File: config.mk
export PLATFORM = sky130hd
export DESIGN_NAME = uhfp_regs
export DESIGN_NICKNAME = d
export VERILOG_FILES = /design/src/hdl/uhfp_pkg.sv /design/src/hdl/uhfp_regs.sv
export VERILOG_INCLUDE_DIRS = /design/src /design/src/hdl
export SDC_FILE = /design/constraint.sdc
export NUM_CORES = 1
export LEC_CHECK = 0
export BUFFER_PORTS_ARGS = -buffer_cell sky130_fd_sc_hd__buf_4
export CAP_MARGIN = 25
export CORE_MARGIN = 5
export CORE_UTILIZATION = 42
export CTS_CLUSTER_DIAMETER = 200
export DETAILED_ROUTE_END_ITERATION = 8
export HOLD_SLACK_MARGIN = 0.1
export PLACE_DENSITY = 0.72
export SLEW_MARGIN = 25
export SYNTH_ARGS = -nofsm -noshare
export SYNTH_HDL_FRONTEND = slang
export SYNTH_SLANG_ARGS = --single-unit
File: constraint.sdc
create_clock -name clk_in -period 1.7 [get_ports clk_in]
set_input_delay 0.17 -clock clk_in [delete_from_list [all_inputs] [get_ports clk_in]]
set_output_delay 0.17 -clock clk_in [all_outputs]
set_load 0.005 [all_outputs]
File: src/hdl/uhfp_params.svh
`ifndef UHFP_PARAMS_SVH
`define UHFP_PARAMS_SVH

// Register offsets (byte addresses)
`define UHFP_FRAME_COUNTER_OFS 8'h2c
`define UHFP_CONFIGURE_DONE_OFS 8'h60
`define UHFP_PORT1_SC_OFS 8'h64

// Frame counter field
`define UHFP_FRAME_W 14

// Port status and control field positions
`define UHFP_PTC_LSB 16
`define UHFP_PIC_LSB 14
`define UHFP_PO_BIT 13
`define UHFP_PP_BIT 12
`define UHFP_LS_LSB 10
`define UHFP_PR_BIT 8
`define UHFP_SUSP_BIT 7
`define UHFP_FPR_BIT 6
`define UHFP_PED_BIT 2
`define UHFP_CSC_BIT 1
`define UHFP_CCS_BIT 0

// Reset values
`define UHFP_PORT_RESET_VAL 32'h0000_2000
`define UHFP_CFG_RESET_VAL 1'b0
`define UHFP_FRAME_RESET_VAL 14'h0000

`endif

File: src/hdl/uhfp_pkg.sv
package uhfp_pkg;

  typedef struct packed {
    logic [7:0] addr;
    logic [31:0] wdata;
    logic wr;
    logic rd;
  } uhfp_bus_req_t;

  typedef struct packed {
    logic [3:0] test_select;
    logic [1:0] led_control;
    logic handoff_owner;
    logic power;
    logic reset_flag;
    logic suspend;
    logic force_resume;
    logic enable;
  } uhfp_port_ctrl_t;

  typedef struct packed {
    logic dp;
    logic dm;
    logic connect;
    logic reset_active;
    logic resume_seen;
  } uhfp_line_t;

endpackage

File: src/hdl/uhfp_regs.sv
// Decided for this implementation: the plain strobed port.
`timescale 1ns/10ps
`include "uhfp_params.svh"

module uhfp_regs #(
  parameter int FRAME_W = `UHFP_FRAME_W
) (
  input wire logic clk_in,
  input wire logic srst_in,
  input wire uhfp_pkg::uhfp_bus_req_t bus_in,
  output logic [31:0] rdata_out,
  input wire logic frame_end_in,
  input wire logic power_switch_capability_in,
  input wire logic indicator_support_in,
  input wire uhfp_pkg::uhfp_line_t line_in,
  output logic [FRAME_W-1:0] frame_counter_out,
  output logic configure_done_flag_out,
  output uhfp_pkg::uhfp_port_ctrl_t port_ctrl_out,
  output logic port_test_active_out
);

  // ****************************************
  // Pin input synchronisers
  // ****************************************
  // Three stages; a change counts once stages two and three agree
  uhfp_pkg::uhfp_line_t line_s1;
  uhfp_pkg::uhfp_line_t line_s2;
  uhfp_pkg::uhfp_line_t line_s3;
  uhfp_pkg::uhfp_line_t line_q;
  wire uhfp_pkg::uhfp_line_t next_line_q;

  always_ff @(posedge clk_in) begin
    if (srst_in) begin
      line_s1 <= '0;
      line_s2 <= '0;
      line_s3 <= '0;
      line_q <= '0;
    end else begin
      line_s1 <= line_in;
      line_s2 <= line_s1;
      line_s3 <= line_s2;
      line_q <= next_line_q;
    end
  end

  // Per-bit filter: follow only when stages agree
  assign next_line_q = (line_s2 & line_s3) | (line_q & (line_s2 | line_s3));

  // ****************************************
  // Address decode
  // ****************************************
  function automatic logic hit(input logic [7:0] a, input logic [7:0] ofs);
    hit = (a == ofs);
  endfunction

  wire logic wr_frame = bus_in.wr && hit(bus_in.addr,
    `UHFP_FRAME_COUNTER_OFS);
  wire logic wr_cfg = bus_in.wr && hit(bus_in.addr,
    `UHFP_CONFIGURE_DONE_OFS);
  wire logic wr_port = bus_in.wr && hit(bus_in.addr, `UHFP_PORT1_SC_OFS);
  wire logic [31:0] wd = bus_in.wdata;

  // ****************************************
  // Frame counter and configure flag
  // ****************************************
  logic [FRAME_W-1:0] frame_counter;
  logic configure_done_flag;
  logic [FRAME_W-1:0] next_frame_counter;
  wire logic cfg_rise = wr_cfg && wd[0] && !configure_done_flag;
  // Owner must follow the flag in the same cycle it changes
  wire logic next_cfg = wr_cfg ? wd[0] : configure_done_flag;
  wire logic [31:0] port_reset_word = `UHFP_PORT_RESET_VAL;

  // Software write wins over a coincident frame end
  assign next_frame_counter = wr_frame ? wd[FRAME_W-1:0] :
    frame_end_in ? frame_counter + 1'b1 : frame_counter;

  always_ff @(posedge clk_in) begin
    if (srst_in) begin
      frame_counter <= `UHFP_FRAME_RESET_VAL;
      configure_done_flag <= `UHFP_CFG_RESET_VAL;
    end else begin
      frame_counter <= next_frame_counter;
      if (wr_cfg) begin
        configure_done_flag <= wd[0];
      end
    end
  end

  // ****************************************
  // Port status and control
  // ****************************************
  logic [3:0] test_select;
  logic [1:0] led_control;
  logic handoff_owner;
  logic port_power;
  logic suspend;
  logic enable;
  logic connect_change;
  logic connect_prev;
  logic next_owner;
  logic next_connect_change;

  // Without switch capability the port is always powered
  wire logic power_eff = port_power || !power_switch_capability_in;
  // Writes to state fields only land while powered
  wire logic state_wr = wr_port && power_eff;
  wire logic connect_now = line_q.connect && power_eff;
  wire logic connect_edge = connect_now != connect_prev;

  // Rising configure flag wins; clear flag forces owner high
  assign next_owner = cfg_rise ? 1'b0 :
    !next_cfg ? 1'b1 :
    state_wr ? wd[`UHFP_PO_BIT] : handoff_owner;

  // A change in the same cycle as the clear still sets the flag
  assign next_connect_change = connect_edge ? 1'b1 :
    (state_wr && wd[`UHFP_CSC_BIT]) ? 1'b0 : connect_change;

  always_ff @(posedge clk_in) begin
    if (srst_in) begin
      test_select <= '0;
      led_control <= '0;
      handoff_owner <= port_reset_word[`UHFP_PO_BIT];
      port_power <= 1'b0;
      suspend <= 1'b0;
      enable <= 1'b0;
      connect_change <= 1'b0;
      connect_prev <= 1'b0;
    end else begin
      handoff_owner <= next_owner;
      connect_change <= next_connect_change;
      connect_prev <= connect_now;
      if (wr_port && power_switch_capability_in) begin
        port_power <= wd[`UHFP_PP_BIT];
      end
      if (state_wr) begin
        test_select <= wd[`UHFP_PTC_LSB +: 4];
        suspend <= wd[`UHFP_SUSP_BIT];
        enable <= wd[`UHFP_PED_BIT];
        if (indicator_support_in) begin
          led_control <= wd[`UHFP_PIC_LSB +: 2];
        end
      end
      // Losing the device or power disables the port
      if (!connect_now) begin
        enable <= 1'b0;
        suspend <= 1'b0;
      end
    end
  end

  // ****************************************
  // Read back
  // ****************************************
  logic [31:0] port_word;
  logic [31:0] next_rdata;

  always_comb begin
    port_word = '0;
    port_word[`UHFP_PTC_LSB +: 4] = test_select;
    port_word[`UHFP_PIC_LSB +: 2] = led_control;
    port_word[`UHFP_PO_BIT] = handoff_owner;
    port_word[`UHFP_PP_BIT] = port_power;
    port_word[`UHFP_LS_LSB +: 2] = {line_q.dp, line_q.dm};
    if (power_eff) begin
      port_word[`UHFP_PR_BIT] = line_q.reset_active;
      port_word[`UHFP_SUSP_BIT] = suspend;
      port_word[`UHFP_FPR_BIT] = line_q.resume_seen;
      port_word[`UHFP_PED_BIT] = enable;
      port_word[`UHFP_CSC_BIT] = connect_change;
      port_word[`UHFP_CCS_BIT] = connect_now;
    end
  end

  always_comb begin
    next_rdata = '0;
    if (hit(bus_in.addr, `UHFP_FRAME_COUNTER_OFS)) begin
      next_rdata[FRAME_W-1:0] = frame_counter;
    end else if (hit(bus_in.addr, `UHFP_CONFIGURE_DONE_OFS)) begin
      next_rdata[0] = configure_done_flag;
    end else if (hit(bus_in.addr, `UHFP_PORT1_SC_OFS)) begin
      next_rdata = port_word;
    end
  end

  always_ff @(posedge clk_in) begin
    if (srst_in) begin
      rdata_out <= '0;
    end else if (bus_in.rd) begin
      rdata_out <= next_rdata;
    end else begin
      rdata_out <= '0;
    end
  end

  // ****************************************
  // Outputs
  // ****************************************
  assign frame_counter_out = frame_counter;
  assign configure_done_flag_out = configure_done_flag;
  assign port_test_active_out = |test_select;
  assign port_ctrl_out = '{test_select: test_select,
    led_control: led_control, handoff_owner: handoff_owner,
    power: port_power, reset_flag: port_word[`UHFP_PR_BIT],
    suspend: port_word[`UHFP_SUSP_BIT],
    force_resume: port_word[`UHFP_FPR_BIT],
    enable: port_word[`UHFP_PED_BIT]};

endmodule

==> run metrics, run 1 <==
diode count 0; cell area after synthesis roughly 0.0027 mm²; number of global-route vias before repair roughly 2300; Clock Latency Late Sink 0.33 ns; Row Count 29; Critical-path top delay cell dfxtp_1; CTS tree built; DIE AREA between 0.008 and 0.009 mm²; Setup-failing EPs final 0; via count 2213; RSZ-0062 raised after global routing no; critical path arrival 1.40 ns; port bufs 87; share of the synthesized area in the top cell type 49.9%; setup_tns 0 ns; Mapped Cells approximately 260; Commonest cells post-synth dfxtp_1, nor2_1, nor2b_1, and2_1, buf_4; Area Overhead vs Synth 39.0%; Synth async-reset ratio 0%; P per Cell Area 831 mW/mm²; MaxCap Viol Count 0; die height about 90 µm; DR iter-0 viols 65; R2R depth 4; Synth area leader dfxtp_1; Clock Tree Root clkbuf_8; Crit Reg-Reg Startpoint frame_counter_out[4]$_SDFFE_PP0P_; maximum buffer depth of the clock tree 2; YS warnings 0; Worst Hold Launch bus_in[15]; Final Net Count around 430; ys flop type dfxtp_1; Avg Inst Size Synth around 10 µm²; largest stage delay on the critical path approximately 0.38 ns; crit path kind register to output pin; Final WS setup approximately 0.13 ns; vias per inst between 4 and 5; initial antenna violation count 0; Least-Margin Pin Slew ~0.57 ns; Hold/Removal Path Class input pin to register; crit start category register; GRT Overall Usage between 15 and 20%; part of the cycle the worst path needs 92.5%; final hold viol count 0; clk sink count 67; Remaining Overflow, GRT 0; max_slew headroom roughly three fifths; Distinct cells, synth 41; share of layout cells above drive strength 1 33.6%; Max Clk Rate approximately 640 MHz; Area contributors post-synth dfxtp_1, nor2b_1, mux2i_1, buf_4, a211oi_1; crit end category output pin; final WL about 6.5 mm; Placer Congestion approximately 0.80; core area 0.00628 mm²; first-pass GRT wire length between 10 and 15 mm; Worst Hold Path EP handoff_owner$_SDFFE_PP1P_; IO Count roughly 110; FF-to-FF End frame_counter_out[13]$_SDFFE_PP0P_; Final Critical Period 1.57 ns; Critical Path RT roughly 1.5 ns; Setup Skew just over 0.009 ns; Post-synth EDFFs 0; Leakage approximately 1.7 nW; Post-CTS Setup Bufs 0; Crit Path Max Fanout 9; DP Worst Slack approximately 0.2 ns; post-cts sizing count 0; VDD IR max between 0.5 and 0.6 mV; clk slew on worst S/H paths about 0.07 ns; sequential fraction of the synthesis area between 40% and 50%; Synth Register Bits 67; drt pass-1 iters 4; CP dominant cell by count buf_4; DP Wirelength around 4.7 mm; CTS buffer count 9; largest net degree at the start of global routing 49; hold depth 3; Final ANT Viol Nets 0; status completed; # DRC 0; r2r setup slk about 0.18 ns; Die Wd 90.0 µm; most common cell in the netlist dfxtp_1; starting density of the core around 43%; H-tree Lvls 3; CP Cell Sequence nand2b_1 > buf_4 > and2_1 > buf_4; count of final max-slew check failures 0; Avg WL per Cell approximately 14 µm
[worst max-delay path by stage]
stage	start	endpoint	slack, ns	cells past startpoint
final	port_power$_SDFFE_PP0P_	port_ctrl_out[2]	0.13	4
after global routing	port_power$_SDFFE_PP0P_	port_ctrl_out[2]	0.02	4
after CTS	port_power$_SDFFE_PP0P_	port_ctrl_out[2]	0.11	4
after detailed placement	frame_counter_out[4]$_SDFFE_PP0P_	frame_counter_out[13]$_SDFFE_PP0P_	0.20	4
after global placement	frame_counter_out[4]$_SDFFE_PP0P_	frame_counter_out[13]$_SDFFE_PP0P_	0.23	4
after floorplan	port_power$_SDFFE_PP0P_	led_control[0]$_SDFFE_PP0P_	0.28	5
[cells in the final DEF, fill, tap and decap left out, drive strengths merged, types with 3 or more instances in the layout]
cell type and count:
inv 5, xnor2 9, dfxtp 67, a21oi 7, nor4 4, nand4 9, o21ai 7, dlygate4sd3 12
nor2b 18, clkbuf 13, conb 12, a32o 3, nor3 6, nand3 3, nand2b 6, a211oi 14
buf 100, a22o 6, and2 14, mux2i 11, xor2 5, nor2 24, nand2 11
[sequential cells by signal (all words and copies together) (netlist names)]
register and cells:
connect_prev 1, connect_change 1, configure_done_flag_out 1, line_q 5
frame_counter_out 14, port_power 1, enable 1, line_s2 5
led_control 2, line_s1 5, rdata_out 20, test_select 4
handoff_owner 1, line_s3 5, suspend 1
[what timing repair did]
item / CTS / global route
hold buffers: 12 / 0
endpoints found under the setup margin: 0 / 0
endpoints found under the hold margin: 12 / 0
[power by group]
part           leakage [nW]  switching (mW)  total (mW)  internal [mW]
sequential            0.543          0.0124        1.60           1.59
clock                0.0995           0.553        1.30          0.749
combinational          1.02          0.0868       0.205          0.118
[metal layers]
metal  global-route usage (%)  wire, µm  vias up
met1                     20.1      2880     1034
met3                     4.34       357       13
li1                         -         -     1103
met5                        0         0        -
met4                     7.94       133        0
met2                     26.5      3110       63
[metrics by stage]
stage          util (%)  power, mW  hold slack [ns]  instances  cell area, µm²
6_report           59.6       3.11            0.118        455            3740
4_1_cts            59.6       3.15            0.107        455            3740
3_3_place_gp       54.6       1.82            0.380        428            3430
3_5_place_dp       54.6       1.82            0.388        428            3430
5_1_grt            59.6       3.25            0.123        455            3740
2_1_floorplan         -       1.73            0.298        275            2730
[critical path, delay by kind of cell (launching register included)]
kind	cells	cell delay, ns
DFF	1	0.38
and+or+nand+nor	2	0.37
buffers and inverters	2	0.32
[area by class of cell]
| type | count | area (µm²) |
|---|---|---|
| tap | 77 | 96.3 |
| timing repair buffer | 112 | 871 |
| multi-input combinational | 179 | 1220 |
| inverter | 5 | 18.8 |
| clock inverter | 2 | 35.0 |
| fill | 555 | 2540 |
| clock buffer | 13 | 159 |
| sequential | 67 | 1340 |
[kinds of logic (layout without fill, tap and decap cells)]
| logic type | after synthesis | in the layout | share of synthesized area [%] |
|---|---|---|---|
| xor+xnor | 14 | 14 | 4.56 |
| flops | 67 | 67 | 49.9 |
| other cells | 1 | 12 | 0.139 |
| fa+ha+maj | 1 | 1 | 0.465 |
| mux | 11 | 11 | 4.09 |
| buf+inv | 29 | 132 | 6.37 |
| simple gates | 101 | 101 | 23.6 |
| compound gates | 40 | 40 | 10.9 |
(Power assumes the default switching activity.)
==> run 2, diff against run 1 <==
--- a/config.mk
+++ b/config.mk
@@ -13,7 +13,7 @@
 export CTS_CLUSTER_DIAMETER = 200
 export DETAILED_ROUTE_END_ITERATION = 8
 export HOLD_SLACK_MARGIN = 0.1
-export PLACE_DENSITY = 0.72
+export PLACE_DENSITY = 0.75
 export SLEW_MARGIN = 25
 export SYNTH_ARGS = -nofsm -noshare
 export SYNTH_HDL_FRONTEND = slang
==> constraint.sdc (replaced) <==
create_clock -name clk_in -period 1.3 [get_ports clk_in]
set_input_delay 0.13 -clock clk_in [delete_from_list [all_inputs] [get_ports clk_in]]
set_output_delay 0.13 -clock clk_in [all_outputs]
set_load 0.005 [all_outputs]
==> run 2 against run 1 <==
The run now ends with setup timing left. Die area is the same. Clock-buffer cell count down 2. Non-clock buffer count grew 39. Sequential share of layout area is 4.4 points lower. Via count increased by 12%. Global-route usage increased by 2.5 points. First-iteration DRC count up 77%. Clock power grew 43%. Final area rose by 16%. Routed wire length increased by 22%. Critical path type unchanged.
==> run metrics, run 2 (same netlist as run 1, synthesis figures left out) <==
first-pass GRT wire length 12.3 mm (+13%); initial antenna violation count 0 (unchanged); Crit Path Max Fanout 2 (-7); Worst path top cell family by delay simple AND/OR/NAND/NOR gates; share of layout cells above drive strength 1 44.6% (+11 points); Biggest register rdata_out; Final ANT Viol Nets 0 (unchanged); Max Clk Rate approximately 690 MHz; IO Count 112 (unchanged); largest stage delay on the critical path 0.53 ns (+0.15 ns); Largest register FFs 20 (unchanged); Critical Path RT 1.17 ns (-0.36 ns); Pint 3.35 mW (+37%); final hold viol count 0 (unchanged); DP Cell Count 445 (+4.0%); status finished, violations left; Clock Tree Root clkbuf_8; DR iter-0 viols 115 (+77%); Final Net Count 467 (+9.4%); DIE AREA 0.00811 mm² (unchanged); Cell Count, Final, Fillers Out 496 (+9.0%); Setup-failing EPs final 8 (+8); Setup Skew 0.00910 ns (-0.0000864 ns); number of global-route vias before repair 2511 (+11%); crit path kind register to output pin; Hold WS 0.137 ns (+0.0185 ns); maximum buffer depth of the clock tree 2 (unchanged); CP Cell Sequence or4_4 > buf_6; Row Count 29 (unchanged); WP buf/inv 1 (-1); DP Wirelength 4.88 mm (+4.7%); RSZ-0062 raised after global routing yes; final WL 7.90 mm (+22%); crit end category output pin; Least-Margin Pin Slew 0.526 ns (-0.0443 ns); FILL cells 458 (-17%); VDD IR max 0.804 mV (+57%); Clock Latency Late Sink 0.35 ns (+0.02 ns); crit start category register; Design Power 4.30 mW (+38%); critical path arrival 1.32 ns (-0.08 ns); diode count 0 (unchanged); vias per inst 5.00 (+2.8%); Hold/Removal Path Class input pin to register; Avg WL per Cell 15.9 µm (+12%); multi-input combinational cell area 0.00138 mm² (+13%); failing checks setup timing; H-tree Lvls 3 (unchanged); clk sink count 67 (unchanged); CTS buffer count 9 (unchanged); MaxCap Viol Count 0 (unchanged); starting density of the core 42.9% (unchanged); Final Critical Period between 1 and 1.5 ns; Sw Ratio 22.0% (+1.0 points); core area 0.00628 mm² (unchanged); Final WS setup -0.152 ns (-0.279 ns); NetSw 0.947 mW (+45%); port bufs 87 (unchanged); P per Cell Area 995 mW/mm² (+20%); clock power share 43.3% (+1.4 points); # DRC 0 (unchanged); part of the power in registers 48.8% (-2.7 points); Leakage 2.01 nW (+21%); clk slew on worst S/H paths 0.07 ns (about the same); DP Worst Slack -0.121 ns (-0.320 ns); part of the cycle the worst path needs 112%; Area Overhead vs Synth 60.7%; via count 2480 (+12%); Combinational Power Share 7.9% (+1.3 points); setup_tns -0.520 ns (-0.520 ns); CTS tree built; die height 90.0 µm (unchanged); Die Wd 90.0 µm (unchanged); commonest non-fill, non-tap cell in the layout buf_4; most frequent cells in the layout buf_4, dfxtp_1, dlygate4sd3_1; Placer Congestion 0.791 (-0.64%); largest net degree at the start of global routing 49 (unchanged); drt pass-1 iters 4 (unchanged); Critical-path top delay cell or4_4; count of final max-slew check failures 0 (unchanged); GRT Overall Usage 18.9% (+2.5 points); max_slew headroom 64.9% (+3.3 points); Storage cell area 0.00136 mm² (+1.5%); Remaining Overflow, GRT 0 (unchanged)
run 2: changes by cell type in the layout (fill, tap and decap cells not counted), moves of 10 or more:
cell,previous run,this run
buf_4,100,115
buf_6,0,10
dfxtp_1,67,55
dfxtp_2,0,10
dlygate4sd3_1,12,24
run 2: layout make-up:
type	instances	share of cell area, %
clock buffer	11	3.04
timing repair buffer	151	29.1
inverter	5	0.434
multi-input combinational	180	32.0
sequential	67	31.5
tap	77	2.23
clock inverter	5	1.79
run 2: per-stage QoR:
stage / util, % / cell area [µm²]
after detailed placement: 57.1 / 3580
after CTS: 66.5 / 4170
after global placement: 57.1 / 3580
after floorplan: - / 2740
final: 68.9 / 4320
after global routing: 68.9 / 4320
run 2: power by group through the flow:
| stage | clock (mW) | sequential, mW | combinational [mW] |
|---|---|---|---|
| after floorplan | 0 | 2.14 | 0.119 |
| after global placement | 0 | 2.14 | 0.252 |
| after detailed placement | 0 | 2.14 | 0.257 |
| after CTS | 1.88 | 2.10 | 0.329 |
| after global routing | 1.99 | 2.10 | 0.366 |
| final | 1.86 | 2.10 | 0.341 |
run 2: final timing paths:
path / from / cells after the start / slack, ns / endpoint
worst max-delay path: test_select[2]$_SDFFE_PP0P_ / 2 / -0.15 / port_test_active_out
worst min-delay path: bus_in[38] / 4 / 0.14 / configure_done_flag_out$_SDFF_PP0_
worst max register to register: frame_counter_out[2]$_SDFFE_PP0P_ / 5 / -0.09 / frame_counter_out[7]$_SDFFE_PP0P_
worst min register to register: line_s1[1]$_SDFF_PP0_ / 1 / 0.44 / line_s2[1]$_SDFF_PP0_
run 2: what timing repair did:
action / in CTS / in global routing
pin swaps: 7 / 22
endpoints found under the hold margin: 27 / 0
gates cloned: 1 / 0
gates resized for setup: 22 / 27
hold buffers: 24 / 0
buffers inserted: 8 / 3
setup endpoints to repair: 12 / 16
run 2: worst reg2reg max path, cell delays in order, from the launching register on:
cell and delay (ns):
dfxtp_2 0.36, nand4_4 0.17, buf_6 0.19, nor3_4 0.17
xnor2_1 0.11, a211oi_1 0.28
run 2: per-layer routing:
metal  global-route usage, %  wire, µm  vias up
met4                    8.06       279        0
li1                        -         -     1196
met5                       0         0        -
met1                    21.2      3060     1161
met2                    32.1      4000      100
met3                    6.84       557       23
